<file path="config.mk">
export PLATFORM = sky130hd
export DESIGN_NAME = mcs_misc_regs
export DESIGN_NICKNAME = d
export VERILOG_FILES = /design/src/verilog/mcs_misc_regs.v
export VERILOG_INCLUDE_DIRS = /design/src /design/src/verilog
export SDC_FILE = /design/constraint.sdc
export NUM_CORES = 1
export LEC_CHECK = 0
export ABC_AREA = 1
export BUFFER_PORTS_ARGS = -buffer_cell sky130_fd_sc_hd__buf_2
export CORE_ASPECT_RATIO = 1.1
export CORE_MARGIN = 2
export CORE_UTILIZATION = 40
export CTS_CLUSTER_DIAMETER = 50
export DETAILED_ROUTE_END_ITERATION = 16
export PLACE_DENSITY = 0.73
export SLEW_MARGIN = 20
export SYNTH_ARGS = -nofsm -noshare
export SYNTH_HDL_FRONTEND = slang
export SYNTH_SLANG_ARGS = --single-unit
</file>
<file path="constraint.sdc">
create_clock -name clk -period 1.6 [get_ports clk]
set_input_delay 0.16 -clock clk [delete_from_list [all_inputs] [get_ports clk]]
set_output_delay 0.16 -clock clk [all_outputs]
set_load 0.02 [all_outputs]
</file>
<file path="src/verilog/mcs_regs.vh">
// register indices, addresses, field positions and reset values of the bank
`ifndef MCS_REGS_VH
`define MCS_REGS_VH

// register indices; the byte address is four times the index
`define MCS_IDX_REV 8'h18
`define MCS_IDX_LOCK 8'h19
`define MCS_IDX_PEND 8'h1A
`define MCS_IDX_NOTE 8'h1B
`define MCS_IDX_MCS 8'h1C
`define MCS_IDX_ISTAT 8'h20
`define MCS_IDX_IMASK 8'h21

// byte addresses on the bus
`define MCS_ADDR_REV (`MCS_IDX_REV * 8'h04)
`define MCS_ADDR_LOCK (`MCS_IDX_LOCK * 8'h04)
`define MCS_ADDR_PEND (`MCS_IDX_PEND * 8'h04)
`define MCS_ADDR_NOTE (`MCS_IDX_NOTE * 8'h04)
`define MCS_ADDR_MCS (`MCS_IDX_MCS * 8'h04)
`define MCS_ADDR_ISTAT (`MCS_IDX_ISTAT * 8'h04)
`define MCS_ADDR_IMASK (`MCS_IDX_IMASK * 8'h04)

// revision value, arbitrary neutral value
`define MCS_REV_VALUE 8'h21

// reset values
`define MCS_RST_LOCK 1'b1
`define MCS_RST_PEND 1'b0
`define MCS_RST_NOTE 8'h00
`define MCS_RST_MCS_CTRL 4'h0
`define MCS_RST_IRQ 3'h0

// fields of the misc control/status register
`define MCS_BIT_RWM 7
`define MCS_BIT_INIT 6
`define MCS_BIT_SUSP 5
`define MCS_BIT_PKG 4
`define MCS_BIT_FEATURE_ENABLE 3
`define MCS_BIT_BOARD_FEATURE_ENABLE 2
`define MCS_BIT_LOE 1
`define MCS_BIT_PULL 0

// fields of the notepad register
`define MCS_BIT_WIE 7

// interrupt status and mask bits
`define MCS_IRQ_RESUME 0
`define MCS_IRQ_SUSPEND 1
`define MCS_IRQ_LOCK 2

`endif

</file>
<file path="src/verilog/mcs_misc_regs.v">
// misc control/status register bank with apb slave and interrupt
//
// Operation
// (RL1) read-only revision byte, main and sub nibble
// (RL2) lockout bit guards registers, resets to one
// (RL3) lockout engages on resume when enabled
// (RL4) pend bit zero alters shared-bit writes; here pend at one holds back the remote-wake memory update instead
// (RL5) firmware sets pend before shared writes
// (RL6) seven-bit read/write scratch field
// (RL7) notepad top bit enables resume interrupt
// (RL8) remote-wake memory reads zero without feature
// (RL9) remote wake sets memory, global clears
// (RL10) init zero until clocks run, sw-proof
// (RL11) suspended flag set until clocks restart
// (RL12) package bit captured after hardware reset
// (RL13) feature enable bit, read/write
// (RL14) board-feature enable bit, read/write
// (RL15) pull-up enable drives supply or floats
// (RL16) reserved bits read zero, ignore writes
//
// Chosen here: register access over APB.
`include "mcs_regs.vh"
`default_nettype none

module mcs_misc_regs (
  // clock and reset
  input wire clk,
  input wire rst_n,
  // apb slave
  input wire psel,
  input wire penable,
  input wire pwrite,
  input wire [7:0] paddr,
  input wire [31:0] pwdata,
  output reg [31:0] prdata,
  output reg pready,
  output reg pslverr,
  // device events
  input wire sw_reset,
  input wire suspend_enter,
  input wire resume_global,
  input wire usb_reset,
  input wire remote_wake_input_n,
  input wire clk_restart,
  input wire package_strap,
  // control outputs to the rest of the device
  output reg feature_enable,
  output reg board_feature_enable,
  output reg lockout_enable,
  output reg shared_pend,
  output reg lock_state_bit,
  // pull-up supply pin
  output reg pullup_supply_out,
  output reg pullup_supply_oe_n,
  // interrupt
  output reg irq
);

  // internal state
  reg [7:0] note_reg; // scratch field plus resume enable
  reg feature_enable_reg; // later-revision features
  reg board_feature_enable_reg; // board-affecting features
  reg loe_reg; // lockout enable
  reg pull_reg; // pull-up enable
  reg lock_reg; // one means lock_state_bit
  reg pend_reg; // shared write qualifier
  reg rwm_reg; // remote-wake memory
  reg rwm_hold_reg; // deferred remote-wake value
  reg rwm_defer_reg; // a deferred update is waiting
  reg init_reg; // device initialised
  reg susp_reg; // suspended flag
  reg pkg_reg; // captured package variant
  reg pkg_done_reg; // strap capture finished
  reg wake_seen_reg; // first wake of this suspend taken
  reg [2:0] istat_reg; // sticky interrupt status
  reg [2:0] imask_reg; // interrupt mask

  // bus decode
  wire setup_ph; // first cycle of a transfer
  wire access_ok; // completing cycle of a transfer
  wire wr_en; // write takes effect this edge
  wire hit; // address maps to a register
  wire wr_open; // writes allowed by the lockout
  reg [7:0] rd_data; // read mux result

  // wake handling
  wire remote_req; // remote wake request while suspended
  wire global_req; // global resume or usb reset
  wire wake_evt; // first wake of a suspend
  wire rwm_new; // value the memory bit takes on wake
  wire resume_done; // clocks restart after suspend
  wire lock_engage; // lockout fires this edge
  wire [2:0] ievt; // interrupt events this cycle
  wire [2:0] iclr; // write-one-to-clear strobes
  wire [2:0] igate; // resume bit gated by its enable
  wire [7:0] mcs_rd; // assembled misc register

  // the decode is taken in the setup cycle and the answer is registered
  // there, so every transfer finishes in its first access cycle, no waits
  assign setup_ph = psel & ~penable;
  // pready stands only in the first access cycle, so this is one edge
  assign access_ok = psel & penable & pready;
  // an error cycle never writes, whatever the address
  assign wr_en = access_ok & pwrite & ~pslverr;

  // while locked only the lock register and the interrupt status clears take writes
  assign wr_open = lock_reg; // RL2

  // address map check
  assign hit = (paddr == `MCS_ADDR_REV) |
               (paddr == `MCS_ADDR_LOCK) |
               (paddr == `MCS_ADDR_PEND) |
               (paddr == `MCS_ADDR_NOTE) |
               (paddr == `MCS_ADDR_MCS) |
               (paddr == `MCS_ADDR_ISTAT) |
               (paddr == `MCS_ADDR_IMASK);

  // the remote pin is active low and only counts while suspended
  assign remote_req = susp_reg & ~remote_wake_input_n;
  assign global_req = resume_global | usb_reset;
  // the pin is a level with no enable of its own; a request still held
  // after the clocks restart is ignored until the next suspend

  // only the first wake of each suspend updates the memory bit
  assign wake_evt = susp_reg & ~wake_seen_reg & (remote_req | global_req);

  // global wins when both arrive together
  assign rwm_new = remote_req & ~global_req; // RL9

  // resume sequence ends when clocks come back while suspended
  assign resume_done = susp_reg & clk_restart;

  // lockout engages at every resume when enabled
  assign lock_engage = resume_done & loe_reg; // RL3

  // interrupt events
  assign ievt[`MCS_IRQ_RESUME] = wake_evt;
  assign ievt[`MCS_IRQ_SUSPEND] = suspend_enter & ~susp_reg;
  assign ievt[`MCS_IRQ_LOCK] = lock_engage;

  // write-one-to-clear strobes
  assign iclr = (wr_en && paddr == `MCS_ADDR_ISTAT) ? pwdata[2:0] : 3'h0;

  // resume needs its own enable as well as the mask
  assign igate = {2'b11, note_reg[`MCS_BIT_WIE]}; // RL7

  // misc register as software sees it
  assign mcs_rd[`MCS_BIT_RWM] = rwm_reg & feature_enable_reg; // RL8
  assign mcs_rd[`MCS_BIT_INIT] = init_reg;
  assign mcs_rd[`MCS_BIT_SUSP] = susp_reg;
  assign mcs_rd[`MCS_BIT_PKG] = pkg_reg;
  assign mcs_rd[`MCS_BIT_FEATURE_ENABLE] = feature_enable_reg;
  assign mcs_rd[`MCS_BIT_BOARD_FEATURE_ENABLE] = board_feature_enable_reg;
  assign mcs_rd[`MCS_BIT_LOE] = loe_reg;
  assign mcs_rd[`MCS_BIT_PULL] = pull_reg;

  // read mux, unused upper bits read zero
  always @* begin
    rd_data = 8'h00;
    case (paddr)
      `MCS_ADDR_REV: begin
        rd_data = `MCS_REV_VALUE; // RL1
      end
      `MCS_ADDR_LOCK: begin
        rd_data = {7'h00, lock_reg}; // RL16
      end
      `MCS_ADDR_PEND: begin
        rd_data = {7'h00, pend_reg}; // RL16
      end
      `MCS_ADDR_NOTE: begin
        rd_data = note_reg; // RL6
      end
      `MCS_ADDR_MCS: begin
        rd_data = mcs_rd;
      end
      `MCS_ADDR_ISTAT: begin
        rd_data = {5'h00, istat_reg};
      end
      `MCS_ADDR_IMASK: begin
        rd_data = {5'h00, imask_reg};
      end
      default: begin
        rd_data = 8'h00;
      end
    endcase
  end

  // apb answer: registered, pready high in the first access cycle
  always @(posedge clk) begin
    if (!rst_n) begin
      pready <= 1'b0;
      prdata <= 32'h00000000;
      pslverr <= 1'b0;
    end else if (setup_ph) begin
      pready <= 1'b1;
      prdata <= {24'h000000, (hit & ~pwrite) ? rd_data : 8'h00};
      pslverr <= ~hit;
    end else begin
      // drop ready and error once the transfer completes; prdata keeps its value
      pready <= 1'b0;
      pslverr <= 1'b0;
    end
  end

  // lock register: firmware writes, hardware locks on resume
  // the lock write is not gated by the lock itself, otherwise firmware
  // could never reopen the bank after a resume
  always @(posedge clk) begin
    if (!rst_n) begin
      lock_reg <= `MCS_RST_LOCK; // RL2
    end else if (lock_engage) begin
      // hardware lock wins over a write in the same cycle
      lock_reg <= 1'b0; // RL3
    end else if (wr_en && paddr == `MCS_ADDR_LOCK) begin
      lock_reg <= pwdata[0]; // RL16
    end
  end

  // pend register, reset also by software reset
  always @(posedge clk) begin
    if (!rst_n || sw_reset) begin
      pend_reg <= `MCS_RST_PEND; // RL4
    end else if (wr_en && wr_open && paddr == `MCS_ADDR_PEND) begin
      pend_reg <= pwdata[0]; // RL16
    end
  end

  // notepad: scratch bits and resume interrupt enable
  always @(posedge clk) begin
    if (!rst_n) begin
      note_reg <= `MCS_RST_NOTE;
    end else if (wr_en && wr_open && paddr == `MCS_ADDR_NOTE) begin
      // scratch survives a software reset so state can be restored
      note_reg <= pwdata[7:0]; // RL6
    end
  end

  // writable control bits of the misc register
  // software reset returns the features to earlier-revision behaviour
  always @(posedge clk) begin
    if (!rst_n || sw_reset) begin
      {feature_enable_reg, board_feature_enable_reg, loe_reg, pull_reg} <= `MCS_RST_MCS_CTRL;
    end else if (wr_en && wr_open && paddr == `MCS_ADDR_MCS) begin
      feature_enable_reg <= pwdata[`MCS_BIT_FEATURE_ENABLE]; // RL13
      board_feature_enable_reg <= pwdata[`MCS_BIT_BOARD_FEATURE_ENABLE]; // RL14
      // firmware must settle this before suspending
      loe_reg <= pwdata[`MCS_BIT_LOE]; // RL3
      pull_reg <= pwdata[`MCS_BIT_PULL]; // RL15
    end
  end

  // remote-wake memory; while pend is set the update is held back
  // so firmware writing shared bits never races the hardware
  // a second wake in one suspend is ignored: the first-wake marker holds
  // it off until the resume sequence completes
  always @(posedge clk) begin
    if (!rst_n) begin
      rwm_reg <= 1'b0;
      rwm_hold_reg <= 1'b0;
      rwm_defer_reg <= 1'b0;
    end else if (wake_evt && pend_reg) begin
      rwm_hold_reg <= rwm_new; // RL4
      rwm_defer_reg <= 1'b1;
    end else if (wake_evt) begin
      rwm_reg <= rwm_new; // RL9
      rwm_defer_reg <= 1'b0;
    end else if (rwm_defer_reg && !pend_reg) begin
      // pend released: apply the held value
      rwm_reg <= rwm_hold_reg; // RL4
      rwm_defer_reg <= 1'b0;
    end
  end

  // suspended flag and first-wake marker
  always @(posedge clk) begin
    if (!rst_n) begin
      susp_reg <= 1'b0;
      wake_seen_reg <= 1'b0;
    end else if (resume_done) begin
      susp_reg <= 1'b0; // RL11
      wake_seen_reg <= 1'b0;
    end else if (suspend_enter) begin
      susp_reg <= 1'b1; // RL11
    end else if (wake_evt) begin
      wake_seen_reg <= 1'b1;
    end
  end

  // initialised flag: only hardware reset clears it
  // a software reset leaves it set, so firmware can tell a soft restart
  // from a power-up
  always @(posedge clk) begin
    if (!rst_n) begin
      init_reg <= 1'b0; // RL10
    end else if (clk_restart) begin
      init_reg <= 1'b1; // RL10
    end
  end

  // package strap caught once, in the first cycle after reset release
  // the strap must be settled when reset is released; later changes are
  // ignored until the next hardware reset
  always @(posedge clk) begin
    if (!rst_n) begin
      pkg_reg <= 1'b0;
      pkg_done_reg <= 1'b0;
    end else if (!pkg_done_reg) begin
      pkg_reg <= package_strap; // RL12
      pkg_done_reg <= 1'b1;
    end
  end

  // sticky interrupt status, set wins over a clear
  always @(posedge clk) begin
    if (!rst_n) begin
      istat_reg <= `MCS_RST_IRQ;
    end else begin
      // an event in the cycle of its clear leaves the bit set, so firmware
      // never loses an event that lands while it acknowledges the last one
      istat_reg <= (istat_reg & ~iclr) | ievt;
    end
  end

  // interrupt mask
  always @(posedge clk) begin
    if (!rst_n) begin
      imask_reg <= `MCS_RST_IRQ;
    end else if (wr_en && wr_open && paddr == `MCS_ADDR_IMASK) begin
      imask_reg <= pwdata[2:0];
    end
  end

  // level interrupt, one cycle behind the status bits
  // the resume bit needs its notepad enable as well as its mask bit;
  // the other two sources are gated by the mask alone
  // registering the output keeps glitches off the pin at the cost of a cycle
  always @(posedge clk) begin
    if (!rst_n) begin
      irq <= 1'b0;
    end else begin
      irq <= |(istat_reg & imask_reg & igate); // RL7
    end
  end

  // registered copies of control state for the rest of the device
  always @(posedge clk) begin
    if (!rst_n) begin
      feature_enable <= 1'b0;
      board_feature_enable <= 1'b0;
      lockout_enable <= 1'b0;
      shared_pend <= 1'b0;
      lock_state_bit <= `MCS_RST_LOCK;
    end else begin
      feature_enable <= feature_enable_reg; // RL13
      board_feature_enable <= board_feature_enable_reg; // RL14
      lockout_enable <= loe_reg;
      shared_pend <= pend_reg; // RL4
      lock_state_bit <= lock_reg;
    end
  end

  // pull-up pin: drive high or float; enable is active low
  // floating the pin looks like a disconnect to the host; the driven
  // level is always high, so the data output only mirrors the enable
  always @(posedge clk) begin
    if (!rst_n) begin
      pullup_supply_out <= 1'b0;
      pullup_supply_oe_n <= 1'b1;
    end else begin
      pullup_supply_out <= pull_reg; // RL15
      pullup_supply_oe_n <= ~pull_reg; // RL15
    end
  end

endmodule

`default_nettype wire

</file>
==> summary.txt, run 1 <==
Timing
  – Final Slew Violations: 0
  – Tcrit/Tclk final: 87.7%
  – Worst clock skew: 6.09 ps
  – Max Fclk: 712 MHz
  – RSZ-0062 raised after global routing: false
  – Fin. Hold Viols: 0
  – Fin crit period: 1400 ps
  – Setup violators final: 0
  – Total negative slack: 0 ps

Route
  – Routed Antenna Nets: 0
  – M1 WL: between 2000 and 2500 um
  – DRC violation count after routing: 0
  – Routed via count: 1951
  – Top routing layer used: met4
  – Drt wl/cell: between 10 and 15 um
  – Number of vias per cell: 4.60
  – Met2 wire length: 2210 um
  – DR iter-0 viols: 123
  – Final wirelength: roughly 4800 um
  – First-pass iteration count of the detailed router: 4
  – WL met3: 295 um

Logic synthesis
  – Asr flop ratio synth: 0%
  – Top cells by area, synth: dfxtp_1 43%, nand2_1 11%, buf_4 8.7%
  – Post-synth EDFFs: 0
  – Synthesized area: 2160 sq um
  – Syn Area/Cell: just over 7 sq um
  – Register area share after synthesis: 42.6%
  – Yosys Warn Count: 0
  – Distinct cell type count after synthesis: 26
  – Count leader, synth: nand2_1
  – Share of the synthesized area in the top cell type: ~43%
  – Commonest cells in the synthesized netlist: 61 x nand2_1, 46 x dfxtp_1, 30 x inv_1
  – Cells after Synth: between 200 and 300
  – FF+latch count, synth: 46
  – Top FF cell, synth: dfxtp_1
  – Most area-hungry cell type in the Yosys netlist: dfxtp_1

Clock network
  – Total CTS buffers: 5
  – Post-CTS Setup Inserts: 0
  – Post-CTS Hold Buffers: 0
  – Clock tree sinks: 46
  – Post-CTS Resized: 0
  – H-tree Lvls: 2
  – Clock root cell: clkbuf_8
  – CTS max path bufs: 2
  – CTS tree: built
  – Worst-path clk slew: 90 ps
  – Worst skew pair latency: about 310 ps

Final layout
  – Share of cells above drive strength 1: 22.3%
  – Nets: 400
  – Area delta synth->final: 16.2%
  – Fillcell total: around 540
  – N_diodes: 0
  – Final instance area: 2510 sq um

Power
  – Lkg Pwr: 1.21 nW
  – IR drop worst, VDD: 524 uV
  – Power density over cell area: 896 nW/um^2

Worst setup path
  – CP Launch Type: register
  – CP endpoint kind: register
  – R2r setup slk: around 200 ps
  – CP Class: register to register
  – CP arrival: roughly 1600 ps
  – CP Data Required Time: about 1800 ps
  – CP max FO: 6

Global routing
  – Vias in the first global route: 1669
  – Overflow after GRT: 0
  – Total track usage: between 15 and 20%
  – Pin count of the biggest net entering global routing: 23
  – First-pass GRT wire length: 7390 um
  – Initial antenna violation count: 0

Die
  – Die width: 74.1 um
  – Die area: between 6000 and 7000 sq um
  – Die Span Y: 81.1 um
  – Rows: 28
  – Core Footprint: 5290 sq um
  – Initial core utilization: 40.8%
  – Io pins: 94

Min path
  – Hold crit path type: input pin to register

Placed design
  – Port bufs: 45
  – DP HPWL: roughly 3600 um
  – Dpl cell area: 2400 sq um
  – RePlAce Congestion: 0.857

Flow run
  – Max cap viols: 0

Status
  – Status: finished clean
-- layout make-up --
cell class,instances,area [sq um],share of cell area (%)
Inverter,37,145,5.78
Tap cell,75,93.8,3.74
Multi-Input combinational cell,208,978,39.0
Clock inverter,2,37.5,1.49
Timing Repair Buffer,50,263,10.5
Clock buffer,6,72.6,2.89
Sequential cell,46,921,36.7
-- cell usage in the layout, fill, tap and decap left out --
cell type,n
a21oi_1,26
a31oi_1,1
buf_2,45
buf_4,5
bufinv_16,1
clkbuf_1,1
clkbuf_8,5
clkinv_1,1
clkinv_2,1
clkinv_4,1
clkinvlp_4,1
conb_1,24
dfxtp_1,46
inv_1,30
inv_2,4
nand2_1,61
nand2_2,4
nand2_4,1
nand3_1,22
nand4_1,4
nor2_1,28
nor2_2,2
nor2_4,5
nor2_8,1
nor3_2,1
nor4_1,1
o211ai_1,2
o21ai_0,21
o21ai_1,3
or2_2,1
-- final timing paths --
| path | start | to | cells past startpoint |
|---|---|---|---|
| worst max-delay path | pready$_SDFF_PN0_ | imask_reg[1]$_SDFFE_PN0P_ | 5 |
| worst max register to register | pready$_SDFF_PN0_ | imask_reg[1]$_SDFFE_PN0P_ | 5 |
| worst min register to register | pkg_done_reg$_DFF_P_ | pkg_reg$_SDFFE_PN0N_ | 1 |
| worst min-delay path | pwdata[6] | note_reg[6]$_SDFFE_PN0P_ | 3 |
-- critical path, cell delays in order, from the launching register on --
cell and delay (ps):
dfxtp_1 330, nand4_1 180, nor3_2 280, nand3_1 240
o21ai_0 200, a21oi_1 50
-- metrics by stage --
step                setup WS (ps)  std cells  total power, mW  hold WS (ps)  util (%)
floorplan                     215        320             1.38           188         -
global placement              215        416             1.40           409      45.4
detailed placement            220        416             1.40           418      45.4
CTS                           204        424             2.26          95.4      47.5
global route                 63.5        424             2.32           104      47.5
finish                        196        424             2.25          95.2      47.5
-- where the power goes --
group | switching [mW] | internal, mW | total (mW)
Sequential | 0.0104 | 1.16 | 1.17
Clock | 0.405 | 0.466 | 0.871
Combinational | 0.150 | 0.0577 | 0.208
Total | 0.565 | 1.68 | 2.25
-- logic make-up (layout without fill, tap and decap cells) --
| logic type | count (synthesis) | count (layout) | share of synthesized area, % |
|---|---|---|---|
| AND/OR/NAND/NOR | 131 | 131 | 28.5 |
| buffers and inverters | 66 | 95 | 16.1 |
| flip-flops | 46 | 46 | 42.6 |
| other | 1 | 24 | 0.174 |
| AO/OA/AOI/OAI | 53 | 53 | 12.6 |
-- routing by layer --
layer  GRT usage, %  vias up
li1               -      999
met1           20.6      865
met2           26.0       77
met3           3.72       10
met4           8.36        0
met5              0        -
No activity file was read; power rests on OpenSTA's default activity.
==> run 2: changes to the inputs <==
--- a/config.mk
+++ b/config.mk
@@ -6,7 +6,6 @@
 export SDC_FILE = /design/constraint.sdc
 export NUM_CORES = 1
 export LEC_CHECK = 0
-export ABC_AREA = 1
 export BUFFER_PORTS_ARGS = -buffer_cell sky130_fd_sc_hd__buf_2
 export CORE_ASPECT_RATIO = 1.1
 export CORE_MARGIN = 2
==> run 2 against run 1 <==
Effect of this change: via count is 0.97% lower; clock skew up 1.1 ps; critical endpoint is now pend_reg$_SDFFE_PP0P_; clock power is 18% lower; global-route usage up 0.43 points.
==> summary.txt, run 2 <==
Die
  – Core Footprint: 5400 sq um
  – Io pins: 94
  – Rows: 28
  – Initial core utilization: between 40% and 50%
  – Die area: 6200 sq um
  – Die Span Y: slightly above 80 um
  – Die width: 75.3 um

Final layout
  – N_diodes: 0
  – Area delta synth->final: 13.8%
  – Nets: 348
  – Final instance area: 2540 sq um
  – Share of cells above drive strength 1: 25.3%
  – Cell Count, Final, Fillers Out: ~370
  – Most frequent cells in the layout: 46 x dfxtp_1, 45 x buf_2, 25 x nand3_1, 24 x conb_1, 23 x a21oi_1
  – Most common cell after layout, fill and taps aside: dfxtp_1

Route
  – Final wirelength: 5060 um
  – DR iter-0 viols: 171
  – Number of vias per cell: 5.19
  – Routed Antenna Nets: 0
  – Routed via count: a little under 2k
  – First-pass iteration count of the detailed router: 4
  – DRC violation count after routing: 0
  – Drt wl/cell: 13.6 um

Timing
  – Max Fclk: 699 MHz
  – Fin crit period: around 1400 ps
  – Slew headroom: 57.2%
  – Tcrit/Tclk final: about nine tenths
  – Total negative slack: 0 ps
  – Worst clock skew: 7.20 ps
  – Final Slew Violations: 0
  – Setup violators final: 0
  – Setup ws final: approximately 170 ps
  – Fin. Hold Viols: 0
  – RSZ-0062 raised after global routing: false
  – Slew @ Worst Pin: 641 ps

Clock network
  – CTS max path bufs: 2
  – Post-CTS Setup Inserts: 0
  – Clock tree sinks: 46
  – Total CTS buffers: 5
  – CTS tree: built
  – H-tree Lvls: 2
  – Clock root cell: clkbuf_8
  – Post-CTS Resized: 0
  – Worst skew pair latency: 300 ps
  – Worst-path clk slew: 90 ps
  – Post-CTS Hold Buffers: 0

Power
  – Switching pwr: 0.562 mW
  – IR drop worst, VDD: 485 uV
  – Switching share of power: 26.6%
  – Power density over cell area: 829 nW/um^2
  – Clock Power Share: 34.0%
  – Int Pwr: 1.55 mW
  – Lkg Pwr: 1.08 nW
  – Comb pwr share: 10.6%
  – Reg power frac: 55.5%

Logic synthesis
  – Top FF cell, synth: dfxtp_1
  – Yosys Warn Count: 0
  – Most area-hungry cell type in the Yosys netlist: dfxtp_1
  – Distinct cell type count after synthesis: 52
  – FF+latch count, synth: between 40 and 50
  – Register area share after synthesis: 41.2%
  – Asr flop ratio synth: 0%
  – Share of the synthesized area in the top cell type: about two fifths
  – Post-synth EDFFs: 0
  – Synthesized area: roughly 2200 sq um
  – Cells after Synth: 248
  – Count leader, synth: dfxtp_1
  – Top cells by area, synth: dfxtp_1 41%, buf_4 8.1%, nand3_1 5.6%
  – Commonest cells in the synthesized netlist: 46 x dfxtp_1, 25 x nand3_1, 24 x buf_4
  – Syn Area/Cell: ~9.0 sq um

Status
  – Status: finished clean

Worst setup path
  – CP max FO: 5
  – Largest delay share family, worst path: simple AND/OR/NAND/NOR gates
  – CP endpoint kind: register
  – CP arrival: 1660 ps
  – CP peak stage delay: 470 ps
  – CP Class: register to register
  – Worst-path cell chain: and4b_1 -> nand3_2 -> or4_1 -> a21oi_1
  – CP Data Required Time: 1830 ps
  – Slowest cell on crit path: or4_1
  – CP Launch Type: register
  – Crit path buf inv count: 0

Placed design
  – Dpl cell area: 2450 sq um
  – Inst Count DP: roughly 360
  – DP HPWL: 3780 um
  – RePlAce Congestion: 0.947
  – Port bufs: 45
  – Dpl ws: around 100 ps

Flow run
  – Max cap viols: 0

Global routing
  – Overflow after GRT: 0
  – Total track usage: 16.8%
  – First-pass GRT wire length: 7980 um
  – Initial antenna violation count: 0
  – Vias in the first global route: 1676
  – Pin count of the biggest net entering global routing: 21

Min path
  – Hold crit path type: input pin to register
run 2: cell count changes after synthesis, moves of 5 or more:
cell and change:
nor2_4 -5, inv_1 -22, nor2_1 -19, and2_1 +5, nand2b_1 +5, a22o_1 +8, nand2_1 -55, buf_6 +5
run 2: worst register-to-register path: cells and delay by family (launching register included):
family	cells	cell delay, ps
simple gates	3	940
flops	1	310
compound gates	1	130
run 2: kinds of logic after synthesis:
| family | Yosys count | synth area share (%) |
|---|---|---|
| buffers and inverters | 46 | 13.6 |
| flip-flops | 46 | 41.2 |
| AND/OR/NAND/NOR | 80 | 22.1 |
| multiplexers | 5 | 2.41 |
| AO/OA/AOI/OAI | 70 | 20.5 |
| other | 1 | 0.168 |
run 2: worst paths after layout:
path,from,endpoint,slack [ps],cells past startpoint
setup / recovery,pslverr$_SDFF_PN0_,pend_reg$_SDFFE_PP0P_,170,4
hold / removal,package_strap,pkg_reg$_SDFFE_PN0N_,100,3
setup reg to reg,pslverr$_SDFF_PN0_,pend_reg$_SDFFE_PP0P_,170,4
hold reg to reg,pull_reg$_SDFFE_PP0P_,pullup_supply_oe_n$_SDFF_PN1_,430,1
run 2: per-layer routing:
metal / vias to the layer above / share of wire (%) / routed length, um / global-route usage [%]
met1: 892 / 44 / 2250 / 22.1
li1: 951 / - / - / -
met4: 0 / 2.0 / 102 / 6.14
met3: 13 / 5.9 / 301 / 3.76
met2: 76 / 47 / 2400 / 26.8
met5: - / 0 / 0 / 0
run 2: cell type report:
| class | count | area (sq um) |
|---|---|---|
| Clock buffer | 5 | 68.8 |
| Clock inverter | 3 | 25.0 |
| Fill cell | 535 | 2850 |
| Inverter | 8 | 30.0 |
| Multi-Input combinational cell | 179 | 1100 |
| Sequential cell | 46 | 921 |
| Tap cell | 75 | 93.8 |
| Timing Repair Buffer | 56 | 308 |
run 2: power by group through the flow:
stage               registers [mW]  logic (mW)  clock network [mW]
global placement              1.19       0.217                   0
finish                        1.17       0.222               0.716
global route                  1.17       0.243               0.791
CTS                           1.17       0.221               0.732
detailed placement            1.20       0.221                   0
floorplan                     1.20       0.180                   0
run 2: stage by stage:
| step | power [mW] | util (%) | hold WS, ps |
|---|---|---|---|
| 3_5_place_dp | 1.42 | 45.4 | 401 |
| 3_3_place_gp | 1.41 | 45.4 | 398 |
| 4_1_cts | 2.12 | 47.1 | 95.4 |
| 5_1_grt | 2.21 | 47.1 | 93.8 |
| 6_report | 2.11 | 47.1 | 97.4 |
| 2_1_floorplan | 1.38 | - | 188 |
==> run 3: changes to the inputs <==
--- a/config.mk
+++ b/config.mk
@@ -9,10 +9,10 @@
 export BUFFER_PORTS_ARGS = -buffer_cell sky130_fd_sc_hd__buf_2
 export CORE_ASPECT_RATIO = 1.1
 export CORE_MARGIN = 2
-export CORE_UTILIZATION = 40
+export CORE_UTILIZATION = 46
 export CTS_CLUSTER_DIAMETER = 50
 export DETAILED_ROUTE_END_ITERATION = 16
-export PLACE_DENSITY = 0.73
+export PLACE_DENSITY = 0.81
 export SLEW_MARGIN = 20
 export SYNTH_ARGS = -nofsm -noshare
 export SYNTH_HDL_FRONTEND = slang
==> run 3 against run 2 <==
Effect of this change: combinational power barely moved; critical path depth stayed put; setup slack worse by 20 ps; fmax down 1.3%; hold slack worse by 6.4 ps; largest power group unchanged.
==> summary.txt, run 3 (synthesized netlist as in run 2, its figures left out) <==
Placed design
  – Dpl ws: 130 ps
  – RePlAce Congestion: 0.879
  – DP HPWL: 3710 um
  – Inst Count DP: 343
  – Port bufs: 45
  – Dpl cell area: approximately 2400 sq um

Route
  – Number of vias per cell: 5.61
  – Drt wl/cell: 14.4 um
  – Final wirelength: 5070 um
  – DRC violation count after routing: 0
  – First-pass iteration count of the detailed router: 5
  – DR iter-0 viols: 170
  – Routed Antenna Nets: 0
  – Routed via count: 1970

Worst setup path
  – CP arrival: between 1500 and 2000 ps
  – R2r endpoint: pend_reg$_SDFFE_PP0P_
  – R2r setup slk: 150 ps
  – CP Launch Type: register
  – CP max FO: 5
  – RR Startpoint: pslverr$_SDFF_PN0_
  – CP Class: register to register
  – R2R cell count: 4
  – CP Data Required Time: about 1800 ps
  – CP endpoint kind: register

Timing
  – Setup ws final: about 150 ps
  – Fin. Hold Viols: 0
  – Hold Slack: 91.0 ps
  – Tcrit/Tclk final: 90.7%
  – Slew headroom: 59.7%
  – Setup violators final: 0
  – Max Fclk: ~690 MHz
  – Fin crit period: roughly 1500 ps
  – Final Slew Violations: 0
  – RSZ-0062 raised after global routing: false
  – Slew @ Worst Pin: 604 ps
  – Worst clock skew: around 6 ps
  – Total negative slack: 0 ps

Final layout
  – Most common cell after layout, fill and taps aside: dfxtp_1
  – N_diodes: 0
  – Fillcell total: 462
  – Nets: 346
  – Final instance area: ~2500 sq um
  – Area delta synth->final: 13.1%
  – Share of cells above drive strength 1: 24.7%
  – Cell Count, Final, Fillers Out: 351
  – Most frequent cells in the layout: 46 x dfxtp_1, 45 x buf_2, 25 x nand3_1, 24 x conb_1, 23 x a21oi_1

Die
  – Io pins: 94
  – Die width: between 70 and 80 um
  – Die Span Y: 77.1 um
  – Die area: 5440 sq um
  – Core Footprint: 4650 sq um
  – Rows: 26
  – Initial core utilization: 48.1%

Clock network
  – Post-CTS Resized: 0
  – Post-CTS Hold Buffers: 0
  – CTS tree: built
  – Post-CTS Setup Inserts: 0
  – Worst skew pair latency: 300 ps
  – Clock tree sinks: 46
  – Total CTS buffers: 5
  – CTS max path bufs: 2
  – H-tree Lvls: 2
  – Clock root cell: clkbuf_8
  – Worst-path clk slew: 90 ps

Flow run
  – Max cap viols: 0

Min path
  – Hold crit path type: input pin to register
  – Hold Path Origin: package_strap
  – Hold depth: 3
  – Min-Delay Endpoint: pkg_reg$_SDFFE_PN0N_

Power
  – Power density over cell area: 906 nW/um^2
  – Lkg Pwr: 1.09 nW
  – IR drop worst, VDD: 435 uV

Global routing
  – First-pass GRT wire length: roughly 8500 um
  – Pin count of the biggest net entering global routing: 21
  – Total track usage: 19.3%
  – Vias in the first global route: 1846
  – Overflow after GRT: 0
  – Initial antenna violation count: 0

Status
  – Status: finished clean
run 3: changes by cell type in the layout (fill, tap and decap cells not counted), sizes merged:
cell and delta:
bufinv +1, clkinv -1, buf -2
run 3: area by class of cell:
class | instances | area (sq um) | share of cell area, %
tap | 56 | 70.1 | 2.77
clock buffer | 5 | 68.8 | 2.72
inverter | 8 | 30.0 | 1.19
multi-input combinational | 179 | 1100 | 43.4
timing repair buffer | 54 | 293 | 11.6
sequential | 46 | 921 | 36.4
clock inverter | 3 | 48.8 | 1.93
run 3: power by group:
part           switching (mW)  total [mW]  internal [mW]
clock                   0.426       0.902          0.476
combinational           0.150       0.219         0.0686
sequential            0.00999        1.17           1.16
total                   0.586        2.29           1.70
run 3: worst max-delay path by stage:
| stage | startpoint | to | slack (ps) | depth (start not counted) |
|---|---|---|---|---|
| floorplan | pready$_SDFF_PN0_ | pend_reg$_SDFFE_PP0P_ | 110 | 4 |
| global placement | paddr[5] | prdata[0]$_SDFFE_PN0P_ | 160 | 5 |
| detailed placement | paddr[5] | prdata[0]$_SDFFE_PN0P_ | 130 | 5 |
| CTS | pslverr$_SDFF_PN0_ | pend_reg$_SDFFE_PP0P_ | 150 | 4 |
| global route | pslverr$_SDFF_PN0_ | note_reg[7]$_SDFFE_PN0P_ | 60 | 5 |
| finish | pslverr$_SDFF_PN0_ | pend_reg$_SDFFE_PP0P_ | 150 | 4 |
run 3: layer usage:
layer / vias to the layer above / part of all wire, % / track usage [%]
met1: 921 / 42 / 23.4
li1: 949 / - / -
met5: - / 0 / 0
met4: 0 / 1.6 / 6.35
met3: 8 / 7.2 / 4.07
met2: 92 / 49 / 33.6
run 3: critical path: stages, from the launching register on:
cell	delay, ps
dfxtp_1	320
and4b_1	360
nand3_2	110
or4_1	480
a21oi_1	130
run 3: metrics by stage:
stage          total power, mW  util (%)
6_report                  2.29      54.4
5_1_grt                   2.37      54.4
4_1_cts                   2.29      54.4
3_5_place_dp              1.41      51.8
3_3_place_gp              1.41      51.8
2_1_floorplan             1.38         -
